==> src/red_pkg.sv <==
// shared constants and types of the runtime error dispatch block
package red_pkg;

  // ****************************************
  // operation kinds offered for checking
  // ****************************************
  typedef enum logic [4:0] {
    OP_PLAIN,
    OP_OPEN_DB,
    OP_OPEN_DX,
    OP_CALL_BLOCK,
    OP_CALL_FX,
    OP_SHIFT_FN,
    OP_MOVE_FN,
    OP_COPY_FN,
    OP_CLOCK_FN,
    OP_DATA_BIT,
    OP_DATA_XFER,
    OP_DATA_LOAD,
    OP_BDW,
    OP_GEN_DB,
    OP_INDEXED_IN,
    OP_BRACKET_OPEN,
    OP_BRACKET_CLOSE,
    OP_PAGE_ACCESS,
    OP_MISC_FAULT
  } red_op_type;

  typedef enum logic [1:0] {
    SZ_RIGHT_BYTE,
    SZ_LEFT_BYTE,
    SZ_WORD,
    SZ_DWORD
  } red_size_type;

  typedef enum logic [1:0] {
    CLS_MISSING,
    CLS_LOADXFER,
    CLS_MISC
  } red_class_type;

  // ****************************************
  // handler numbers
  // ****************************************
  localparam logic [7:0] HND_MISSING = 8'h13;
  localparam logic [7:0] HND_MISC = 8'h1F;
  localparam logic [7:0] HND_LOADXFER = 8'h20;

  // ****************************************
  // identifiers and sub-codes
  // ****************************************
  localparam logic [15:0] ID_MISS_DB = 16'h1A01;
  localparam logic [15:0] ID_MISS_DX = 16'h1A02;
  localparam logic [15:0] ID_MISS_CALL = 16'h1A03;
  localparam logic [15:0] ID_MISS_FX = 16'h1A04;
  localparam logic [15:0] ID_MISS_SHIFT = 16'h1A05;
  localparam logic [15:0] ID_MISS_COPY = 16'h1A06;
  localparam logic [15:0] ID_MISS_CLOCK = 16'h1A07;
  localparam logic [15:0] ID_BIT_ACCESS = 16'h1A11;
  localparam logic [15:0] ID_XFER_BASE = 16'h1A12;
  localparam logic [15:0] ID_LOAD_BASE = 16'h1A16;
  localparam logic [15:0] ID_BDW_ACCESS = 16'h1A1A;
  localparam logic [15:0] ID_GEN_EXISTS = 16'h1A21;
  localparam logic [15:0] ID_GEN_COUNT = 16'h1A22;
  localparam logic [15:0] ID_GEN_MEMORY = 16'h1A23;
  localparam logic [15:0] ID_INDEX_PARAM = 16'h1A25;
  localparam logic [15:0] ID_BRACKET = 16'h1A29;
  localparam logic [15:0] ID_HDR_SHORT = 16'h1A2A;
  localparam logic [15:0] ID_PAGE_NUM = 16'h1A2C;
  localparam logic [15:0] ID_DEST_EXISTS = 16'h1A31;
  localparam logic [15:0] ID_FN_MEMORY = 16'h1A33;
  localparam logic [15:0] ID_COPY_PARAM = 16'h1A34;
  localparam logic [15:0] SUB_COPY_COUNT = 16'h0220;
  localparam logic [15:0] SUB_COPY_SRC = 16'h0221;
  localparam logic [15:0] SUB_COPY_DST = 16'h0222;
  localparam logic [15:0] SUB_COPY_ROM = 16'h0223;

  // ****************************************
  // limits
  // ****************************************
  localparam logic [15:0] MAX_BLOCK_WORDS = 16'h0FFB;
  localparam logic [15:0] IDX_MIN = 16'h0001;
  localparam logic [15:0] IDX_MAX = 16'h007D;
  localparam logic [15:0] PAGE_MAX = 16'h00FF;
  localparam logic [15:0] HDR_MIN = 16'h0005;
  localparam logic [2:0] BRACKET_MAX = 3'h7;
  localparam logic [15:0] DB_LEN_RESET = 16'h0000;

endpackage

==> src/red_bracket.sv <==
// logic bracket stack depth tracker
`timescale 1ns/100ps
module red_bracket (
  // clock and reset
  input wire logic clk_i,
  input wire logic rst_n_i,
  // committed bracket operations
  input wire logic push_i,
  input wire logic pop_i,
  // fault indications for the next bracket operation
  output logic over_o,
  output logic under_o
);
  import red_pkg::*;

  logic [2:0] depth_reg;

  always_ff @(posedge clk_i) begin
    if (!rst_n_i) begin
      depth_reg <= 3'h0;
    end else if (push_i && !over_o) begin
      depth_reg <= depth_reg + 3'h1;
    end else if (pop_i && !under_o) begin
      depth_reg <= depth_reg - 3'h1;
    end
  end

  assign over_o = (depth_reg == BRACKET_MAX);
  assign under_o = (depth_reg == 3'h0);

endmodule // red_bracket

==> src/red_dbstate.sv <==
// state of the currently opened data block
`timescale 1ns/100ps
module red_dbstate (
  // clock and reset
  input wire logic clk_i,
  input wire logic rst_n_i,
  // open outcomes
  input wire logic open_ok_i,
  input wire logic open_fail_i,
  input wire logic [15:0] len_i,
  // current block
  output logic open_o,
  output logic [15:0] len_o
);
  import red_pkg::*;

  logic open_reg;
  logic [15:0] len_reg;

  // a failed open leaves the base unusable until a good open
  always_ff @(posedge clk_i) begin
    if (!rst_n_i) begin
      open_reg <= 1'b0;
      len_reg <= DB_LEN_RESET;
    end else if (open_ok_i) begin
      open_reg <= 1'b1;
      len_reg <= len_i;
    end else if (open_fail_i) begin
      open_reg <= 1'b0;
      len_reg <= DB_LEN_RESET;
    end
  end

  assign open_o = open_reg;
  assign len_o = len_reg;

endmodule // red_dbstate

==> src/red_dispatch.sv <==
// runtime error detection and handler dispatch
`timescale 1ns/100ps
module red_dispatch (
  // clock and reset
  input wire logic MCLK_I,
  input wire logic RST_N_I,
  // operation offered by the executing unit
  input wire logic OP_VALID_I,
  input wire red_pkg::red_op_type OP_KIND_I,
  input wire red_pkg::red_size_type OP_SIZE_I,
  input wire logic [15:0] WORD_ADDR_I,
  input wire logic [15:0] PARAM_I,
  input wire logic [15:0] MISC_SUB_I,
  // facts about the addressed block and memory
  input wire logic BLOCK_LOADED_I,
  input wire logic [15:0] BLOCK_LEN_I,
  input wire logic [15:0] HDR_LEN_I,
  input wire logic DEST_EXISTS_I,
  input wire logic MEM_SHORT_I,
  input wire logic COPY_SRC_SHORT_I,
  input wire logic COPY_DST_SHORT_I,
  input wire logic COPY_DST_ROM_I,
  // handler presence and completion
  input wire logic [2:0] HANDLER_LOADED_I,
  input wire logic HANDLER_DONE_I,
  input wire logic HANDLER_STOPPED_I,
  // operation outcome
  output logic OP_READY_O,
  output logic OP_EXECUTE_O,
  output logic OP_SUPPRESS_O,
  output logic RESUME_O,
  // accumulator loads
  output logic ACCU1_WE_O,
  output logic [15:0] ACCU1_O,
  output logic ACCU2_WE_O,
  output logic [15:0] ACCU2_O,
  // handler call
  output logic HANDLER_CALL_O,
  output logic [7:0] HANDLER_NUM_O,
  output red_pkg::red_class_type ERR_CLASS_O,
  // mode and block state
  output logic STOP_O,
  output logic DB_OPEN_O
);
  import red_pkg::*;

  // ****************************************
  // declarations
  // ****************************************
  typedef enum logic [2:0] {
    ST_IDLE,
    ST_ACCU,
    ST_CALL,
    ST_WAIT,
    ST_STOP
  } red_state_type;

  red_state_type state_reg;
  red_state_type state_next;

  logic err;
  red_class_type err_cls;
  logic [15:0] err_id;
  logic [15:0] err_sub;
  logic err_has_sub;

  logic take;
  logic take_ok;
  logic take_err;

  logic db_open;
  logic [15:0] db_len;
  logic br_over;
  logic br_under;
  logic range_bad;
  logic [16:0] span_last;
  logic word_bad;

  red_class_type cls_reg;
  logic [15:0] sub_reg;
  logic has_sub_reg;
  logic handler_here;

  // ****************************************
  // helpers
  // ****************************************
  red_dbstate i_red_dbstate (
    .clk_i(MCLK_I),
    .rst_n_i(RST_N_I),
    .open_ok_i(take_ok && (OP_KIND_I == OP_OPEN_DB || OP_KIND_I == OP_OPEN_DX)),
    .open_fail_i(take_err && (OP_KIND_I == OP_OPEN_DB || OP_KIND_I == OP_OPEN_DX)),
    .len_i(BLOCK_LEN_I),
    .open_o(db_open),
    .len_o(db_len)
  );

  red_bracket i_red_bracket (
    .clk_i(MCLK_I),
    .rst_n_i(RST_N_I),
    .push_i(take_ok && OP_KIND_I == OP_BRACKET_OPEN),
    .pop_i(take_ok && OP_KIND_I == OP_BRACKET_CLOSE),
    .over_o(br_over),
    .under_o(br_under)
  );

  // ****************************************
  // data word range check
  // ****************************************
  // a double word also needs the following word inside the block
  assign span_last = {1'b0, WORD_ADDR_I} + {16'h0000, OP_SIZE_I == SZ_DWORD};
  assign range_bad = (span_last >= {1'b0, db_len});
  assign word_bad = !db_open || range_bad;

  // ****************************************
  // error detection, first match only
  // ****************************************
  always_comb begin
    err = 1'b0;
    err_cls = CLS_MISC;
    err_id = 16'h0000;
    err_sub = 16'h0000;
    err_has_sub = 1'b0;
    case (OP_KIND_I)
      OP_OPEN_DB, OP_OPEN_DX: begin
        if (!BLOCK_LOADED_I) begin
          err = 1'b1;
          err_cls = CLS_MISSING;
          err_id = (OP_KIND_I == OP_OPEN_DB) ? ID_MISS_DB : ID_MISS_DX;
        end else if (HDR_LEN_I < HDR_MIN) begin
          err = 1'b1;
          err_id = ID_HDR_SHORT;
        end
      end
      OP_CALL_BLOCK, OP_CALL_FX, OP_CLOCK_FN: begin
        if (!BLOCK_LOADED_I) begin
          err = 1'b1;
          err_cls = CLS_MISSING;
          if (OP_KIND_I == OP_CALL_BLOCK) begin
            err_id = ID_MISS_CALL;
          end else if (OP_KIND_I == OP_CALL_FX) begin
            err_id = ID_MISS_FX;
          end else begin
            err_id = ID_MISS_CLOCK;
          end
        end
      end
      OP_SHIFT_FN, OP_MOVE_FN: begin
        if (OP_KIND_I == OP_SHIFT_FN && !BLOCK_LOADED_I) begin
          err = 1'b1;
          err_cls = CLS_MISSING;
          err_id = ID_MISS_SHIFT;
        end else if (DEST_EXISTS_I) begin
          err = 1'b1;
          err_id = ID_DEST_EXISTS;
        end else if (MEM_SHORT_I) begin
          err = 1'b1;
          err_id = ID_FN_MEMORY;
        end
      end
      OP_COPY_FN: begin
        err_id = ID_COPY_PARAM;
        err_has_sub = 1'b1;
        if (!BLOCK_LOADED_I) begin
          err = 1'b1;
          err_cls = CLS_MISSING;
          err_id = ID_MISS_COPY;
          err_has_sub = 1'b0;
        end else if (PARAM_I == 16'h0000 || PARAM_I > MAX_BLOCK_WORDS) begin
          err = 1'b1;
          err_sub = SUB_COPY_COUNT;
        end else if (COPY_SRC_SHORT_I) begin
          err = 1'b1;
          err_sub = SUB_COPY_SRC;
        end else if (COPY_DST_SHORT_I) begin
          err = 1'b1;
          err_sub = SUB_COPY_DST;
        end else if (COPY_DST_ROM_I) begin
          err = 1'b1;
          err_sub = SUB_COPY_ROM;
        end
      end
      OP_DATA_BIT: begin
        if (!db_open || (WORD_ADDR_I >= db_len)) begin
          err = 1'b1;
          err_cls = CLS_LOADXFER;
          err_id = ID_BIT_ACCESS;
        end
      end
      OP_DATA_XFER: begin
        if (word_bad) begin
          err = 1'b1;
          err_cls = CLS_LOADXFER;
          err_id = ID_XFER_BASE + {14'h0000, OP_SIZE_I};
        end
      end
      OP_DATA_LOAD: begin
        if (word_bad) begin
          err = 1'b1;
          err_cls = CLS_LOADXFER;
          err_id = ID_LOAD_BASE + {14'h0000, OP_SIZE_I};
        end
      end
      OP_BDW: begin
        if (!db_open || (WORD_ADDR_I >= db_len)) begin
          err = 1'b1;
          err_cls = CLS_LOADXFER;
          err_id = ID_BDW_ACCESS;
        end
      end
      OP_GEN_DB: begin
        if (DEST_EXISTS_I) begin
          err = 1'b1;
          err_id = ID_GEN_EXISTS;
        end else if (PARAM_I < 16'h0001 || PARAM_I > MAX_BLOCK_WORDS) begin
          err = 1'b1;
          err_id = ID_GEN_COUNT;
        end else if (MEM_SHORT_I) begin
          err = 1'b1;
          err_id = ID_GEN_MEMORY;
        end
      end
      OP_INDEXED_IN: begin
        if (PARAM_I < IDX_MIN || PARAM_I > IDX_MAX) begin
          err = 1'b1;
          err_id = ID_INDEX_PARAM;
        end
      end
      OP_BRACKET_OPEN, OP_BRACKET_CLOSE: begin
        if ((OP_KIND_I == OP_BRACKET_OPEN) ? br_over : br_under) begin
          err = 1'b1;
          err_id = ID_BRACKET;
        end
      end
      OP_PAGE_ACCESS: begin
        if (PARAM_I > PAGE_MAX) begin
          err = 1'b1;
          err_id = ID_PAGE_NUM;
        end
      end
      OP_MISC_FAULT: begin
        // other faults arrive already classified by the caller
        err = 1'b1;
        err_id = PARAM_I;
        err_sub = MISC_SUB_I;
        err_has_sub = (MISC_SUB_I != 16'h0000);
      end
      default: begin
        err = 1'b0;
      end
    endcase
  end

  // ****************************************
  // acceptance
  // ****************************************
  assign OP_READY_O = (state_reg == ST_IDLE);
  assign take = OP_VALID_I && OP_READY_O;
  assign take_ok = take && !err;
  assign take_err = take && err;
  assign handler_here = HANDLER_LOADED_I[cls_reg];

  // ****************************************
  // sequencer
  // ****************************************
  always_comb begin
    state_next = state_reg;
    case (state_reg)
      ST_IDLE: begin
        if (take_err) begin
          state_next = ST_ACCU;
        end
      end
      ST_ACCU: begin
        state_next = ST_CALL;
      end
      ST_CALL: begin
        state_next = handler_here ? ST_WAIT : ST_STOP;
      end
      ST_WAIT: begin
        if (HANDLER_DONE_I) begin
          state_next = HANDLER_STOPPED_I ? ST_STOP : ST_IDLE;
        end
      end
      ST_STOP: begin
        state_next = ST_STOP;
      end
      default: begin
        state_next = ST_IDLE;
      end
    endcase
  end

  always_ff @(posedge MCLK_I) begin
    if (!RST_N_I) begin
      state_reg <= ST_IDLE;
    end else begin
      state_reg <= state_next;
    end
  end

  // ****************************************
  // captured error
  // ****************************************
  always_ff @(posedge MCLK_I) begin
    if (!RST_N_I) begin
      cls_reg <= CLS_MISC;
      ACCU1_O <= 16'h0000;
      sub_reg <= 16'h0000;
      has_sub_reg <= 1'b0;
    end else if (take_err) begin
      cls_reg <= err_cls;
      ACCU1_O <= err_id;
      sub_reg <= err_sub;
      has_sub_reg <= err_has_sub;
    end
  end

  // ****************************************
  // operation outcome pulses
  // ****************************************
  always_ff @(posedge MCLK_I) begin
    if (!RST_N_I) begin
      OP_EXECUTE_O <= 1'b0;
      OP_SUPPRESS_O <= 1'b0;
      RESUME_O <= 1'b0;
    end else begin
      OP_EXECUTE_O <= take_ok;
      OP_SUPPRESS_O <= take_err;
      RESUME_O <= (state_reg == ST_WAIT) && HANDLER_DONE_I && !HANDLER_STOPPED_I;
    end
  end

  // ****************************************
  // accumulator loads
  // ****************************************
  // accumulator two keeps its old value unless a sub-code applies
  always_ff @(posedge MCLK_I) begin
    if (!RST_N_I) begin
      ACCU1_WE_O <= 1'b0;
      ACCU2_WE_O <= 1'b0;
      ACCU2_O <= 16'h0000;
    end else begin
      ACCU1_WE_O <= (state_reg == ST_ACCU);
      ACCU2_WE_O <= (state_reg == ST_ACCU) && has_sub_reg;
      if (state_reg == ST_ACCU && has_sub_reg) begin
        ACCU2_O <= sub_reg;
      end
    end
  end

  // ****************************************
  // handler call
  // ****************************************
  always_ff @(posedge MCLK_I) begin
    if (!RST_N_I) begin
      HANDLER_CALL_O <= 1'b0;
      HANDLER_NUM_O <= 8'h00;
      ERR_CLASS_O <= CLS_MISC;
    end else begin
      HANDLER_CALL_O <= (state_reg == ST_CALL) && handler_here;
      if (state_reg == ST_CALL) begin
        ERR_CLASS_O <= cls_reg;
        case (cls_reg)
          CLS_MISSING: HANDLER_NUM_O <= HND_MISSING;
          CLS_LOADXFER: HANDLER_NUM_O <= HND_LOADXFER;
          default: HANDLER_NUM_O <= HND_MISC;
        endcase
      end
    end
  end

  // ****************************************
  // stop mode
  // ****************************************
  // only a reset leaves stop; a restart is the owner's business
  always_ff @(posedge MCLK_I) begin
    if (!RST_N_I) begin
      STOP_O <= 1'b0;
    end else if (state_next == ST_STOP) begin
      STOP_O <= 1'b1;
    end
  end

  assign DB_OPEN_O = db_open;

endmodule // red_dispatch

==> config.mk <==
export PLATFORM = sky130hd
export DESIGN_NAME = red_dispatch
export DESIGN_NICKNAME = d
export VERILOG_FILES = /design/src/red_pkg.sv /design/src/red_bracket.sv /design/src/red_dbstate.sv /design/src/red_dispatch.sv
export SDC_FILE = /design/constraint.sdc
export NUM_CORES = 1
export LEC_CHECK = 0
export ABC_AREA = 1
export BUFFER_PORTS_ARGS = -buffer_cell sky130_fd_sc_hd__buf_2
export CORE_MARGIN = 2
export CORE_UTILIZATION = 54
export CTS_BUF_LIST = sky130_fd_sc_hd__clkbuf_4
export DETAILED_ROUTE_END_ITERATION = 6
export PLACE_DENSITY = 0.83
export SYNTH_ARGS = -nofsm -noshare
export SYNTH_HDL_FRONTEND = slang
export SYNTH_SLANG_ARGS = --single-unit
==> constraint.sdc <==
create_clock -name MCLK_I -period 10.25 [get_ports MCLK_I]
set_clock_uncertainty 0.15 [all_clocks]
set_input_delay 0.5125 -clock MCLK_I [delete_from_list [all_inputs] [get_ports MCLK_I]]
set_output_delay 0.5125 -clock MCLK_I [all_outputs]
set_load 0.05 [all_outputs]
==> impl_metrics.json <==
{
  "busiest_layer": "met2",
  "drive_gt1_share_pct": 23.5,
  "ys_ff_latch": 86,
  "power_density_nw_per_um2": 116,
  "yosysSeqAreaShare_pct": 32.6,
  "slew_headroom_pct": 28.3,
  "netlist_instances": 761,
  "vias": 5411,
  "layout.area.seq_um2": 1720,
  "critical_path_peak_fanout": 27,
  "numCtsBuffers": 9,
  "die-area_um2": 10600,
  "drt-total-wl_um": 13600,
  "ys.flop_type": "dfxtp_1",
  "required_ns": 10.40,
  "core_um2": 9640,
  "io_buffers": 149,
  "clock_path_buffers": 2,
  "met3_usage_pct": 4.14,
  "clk_latency_ns": 0.44,
  "ant_nets": 0,
  "syn_to_final_growth_pct": 17.2,
  "post_dp_cell_area_um2": 6030,
  "status": "completed",
  "postSynthAreaPerCell_um2": 6.93,
  "cts_tree": "yes",
  "postCtsResizedCells": 0,
  "yosysMostFrequentCell": "nand2_1",
  "root_buffer": "clkbuf_4",
  "grt-ovfl-total": 0,
  "cp-end-kind": "register",
  "p_clk_share_pct": 29.1,
  "fill_cells": 942,
  "cts.sinks": 86,
  "async_reset_ff_share_pct": 0,
  "synth_area_leaders": "dfxtp_1 (33%), nand2_1 (11%), ha_1 (8.1%)",
  "antenna_cells": 0,
  "r2r-start": "i_red_dbstate.len_o[15]",
  "r2r-end": "ACCU1_O[7]",
  "hold_end": "RESUME_O",
  "setup_viol": 0,
  "fin_crit_sh_pct": 36.9,
  "seqPwrFrac_pct": 49.2,
  "leakage_nw": 2.96,
  "num_rows": 36,
  "ctsHoldBuffers": 0,
  "place_congestion": 0.893,
  "power.total_uw": 718,
  "use_met1_pct": 36.6,
  "antenna_found_initial": 0,
  "synth_edf_count": 0,
  "syn_area_um2": 5280,
  "timing_worst_setup_path_type": "in -> reg",
  "yosys-top-cells-count": "nand2_1 (152), dfxtp_1 (86), nor2_1 (86)",
  "post_cts_buffers": 0,
  "grt_use_met2_pct": 40.5,
  "p_switching_uw": 245,
  "drc": 0,
  "yosysUniqueCellTypes": 48,
  "maxSlewViolCount": 0,
  "clk_pin_slew_ns": 0.15,
  "fin_setup_tns_ns": 0,
  "yosys_warnings": 0,
  "synth.top_cell.area_share_pct": 32.6,
  "r2r_cells": 12,
  "whs_path_depth": 2,
  "rsz0062_at_grt": "no",
  "crit_path_start_kind": "primary input",
  "cap_viol_max_count": 0,
  "hold_class": "in -> reg",
  "worstHoldStart": "HANDLER_STOPPED_I",
  "drt_iter0_markers": 269,
  "synth_top_area_cell": "dfxtp_1",
  "grt_pass1_vias": 4821,
  "fin_crit_ns": 3.78,
  "htreeDepth": 3,
  "ioPinCount": 152,
  "grt_use_total_pct": 25.8,
  "vias_per_cell": 5.25,
  "nets": 1029,
  "rrSetupSlack_ns": 6.91,
  "first_pass_iters": 6,
  "hold_viol_final": 0,
  "utilization_pct": 64.1,
  "worst_ep_arrival_time_ns": 3.93,
  "start_util_pct": 54.7,
  "fmax_mhz": 264,
  "swShare_pct": 34.1,
  "multi_input_area_um2": 3030,
  "final_area_um2": 6180,
  "p_int_uw": 473,
  "die_width_um": 103,
  "grt_pass1_wl_um": 22000,
  "setup_ws_ns": 6.47,
  "fp.dieH_um": 103,
  "avgRoutedWirePerCell_um": 13.2,
  "grt_max_degree": 47,
  "combPwrFrac_pct": 21.7,
  "ir_worst_vdd_uv": 71.4,
  "place_ws_ns": 6.04,
  "dp_hpwl_um": 10400,
  "worst_slew_pin_slew_ns": 1.07
}
-- worst max-delay path, cell delays in order --
cell     delay (ns)
buf_2          0.11
nand2_1        0.05
inv_1          0.07
ha_1           0.21
nand4_1        0.18
nor2_1         0.19
nand3_1        0.10
nor2_1         0.17
xor2_1         0.18
ha_1           0.25
nand2_1        0.06
inv_1          0.04
nand2_1        0.05
nor2_1         0.03
a41oi_1        0.15
nand2_1        0.07
nand2_1        0.07
nand2_2        0.10
nand2_4        0.11
nand3_4        0.10
nand2_4        0.29
inv_4          0.16
nand2_2        0.43
inv_2          0.08
nand2_1        0.09
o31ai_2        0.06
-- worst max-delay path by stage --
stage                       startpoint  slack, ns  cells after the start                    endpoint
after floorplan           OP_SIZE_I[1]       6.66                     27  i_red_bracket.depth_reg[2]
after global placement    OP_SIZE_I[1]       6.18                     26                  cls_reg[0]
after detailed placement  OP_SIZE_I[1]       6.04                     26                  cls_reg[0]
after CTS                 OP_SIZE_I[1]       6.50                     26                  cls_reg[0]
after global routing      OP_SIZE_I[1]       6.01                     26                  cls_reg[0]
final                     OP_SIZE_I[1]       6.47                     26                  cls_reg[0]
-- through the flow --
step	hold WS [ns]	instances
6_report	0.102	1031
5_1_grt	0.0906	1031
4_1_cts	0.0770	1031
3_5_place_dp	0.290	1015
3_3_place_gp	0.294	1015
2_1_floorplan	0.274	762
-- layout make-up --
cell class | instances | share of cell area [%]
clock buffers | 9 | 1.09
clock inverters | 7 | 1.38
inverters | 97 | 5.93
multi-input cells | 550 | 49.0
flip-flops and latches | 86 | 27.9
well taps | 133 | 2.69
repair buffers | 149 | 12.1
-- metal layers --
layer | wire (um) | part of all wire (%)
met1 | 6420 | 47
met2 | 5980 | 44
met3 | 884 | 6.5
met4 | 295 | 2.2
met5 | 0 | 0
-- power groups by stage --
stage / Clock, mW / Sequential (mW) / Combinational, mW
3_5_place_dp: 0 / 0.361 / 0.154
2_1_floorplan: 0 / 0.377 / 0.0906
3_3_place_gp: 0 / 0.360 / 0.152
5_1_grt: 0.224 / 0.355 / 0.173
4_1_cts: 0.213 / 0.353 / 0.155
6_report: 0.209 / 0.354 / 0.156
-- kinds of logic after synthesis --
group	after synthesis	synth area share, %
AND/OR/NAND/NOR	354	30.1
AO/OA/AOI/OAI	148	16.8
buffers and inverters	126	10.1
flip-flops	86	32.6
adder cells (fa/ha/maj)	35	8.44
XOR/XNOR	11	1.83
other	1	0.0711
-- cell usage in the layout, fill, tap and decap left out, drive strengths merged, types with 2 or more instances in the layout --
master,netlist,layout
nand2,161,161
buf,12,149
inv,97,101
nor2,94,94
dfxtp,86,86
nand3,64,64
a21oi,57,57
o21ai,49,49
ha,34,34
a22oi,17,17
nor3,11,11
nand4,10,10
nor4,10,10
clkbuf,17,9
xor2,7,7
xnor2,4,4
a31oi,4,4
o31ai,4,4
a21o,3,3
o21a,3,3
a211oi,3,3
nand3b,2,2
o22ai,2,2
conb,1,2
clkinvlp,0,2
(Power assumes the default switching activity.)
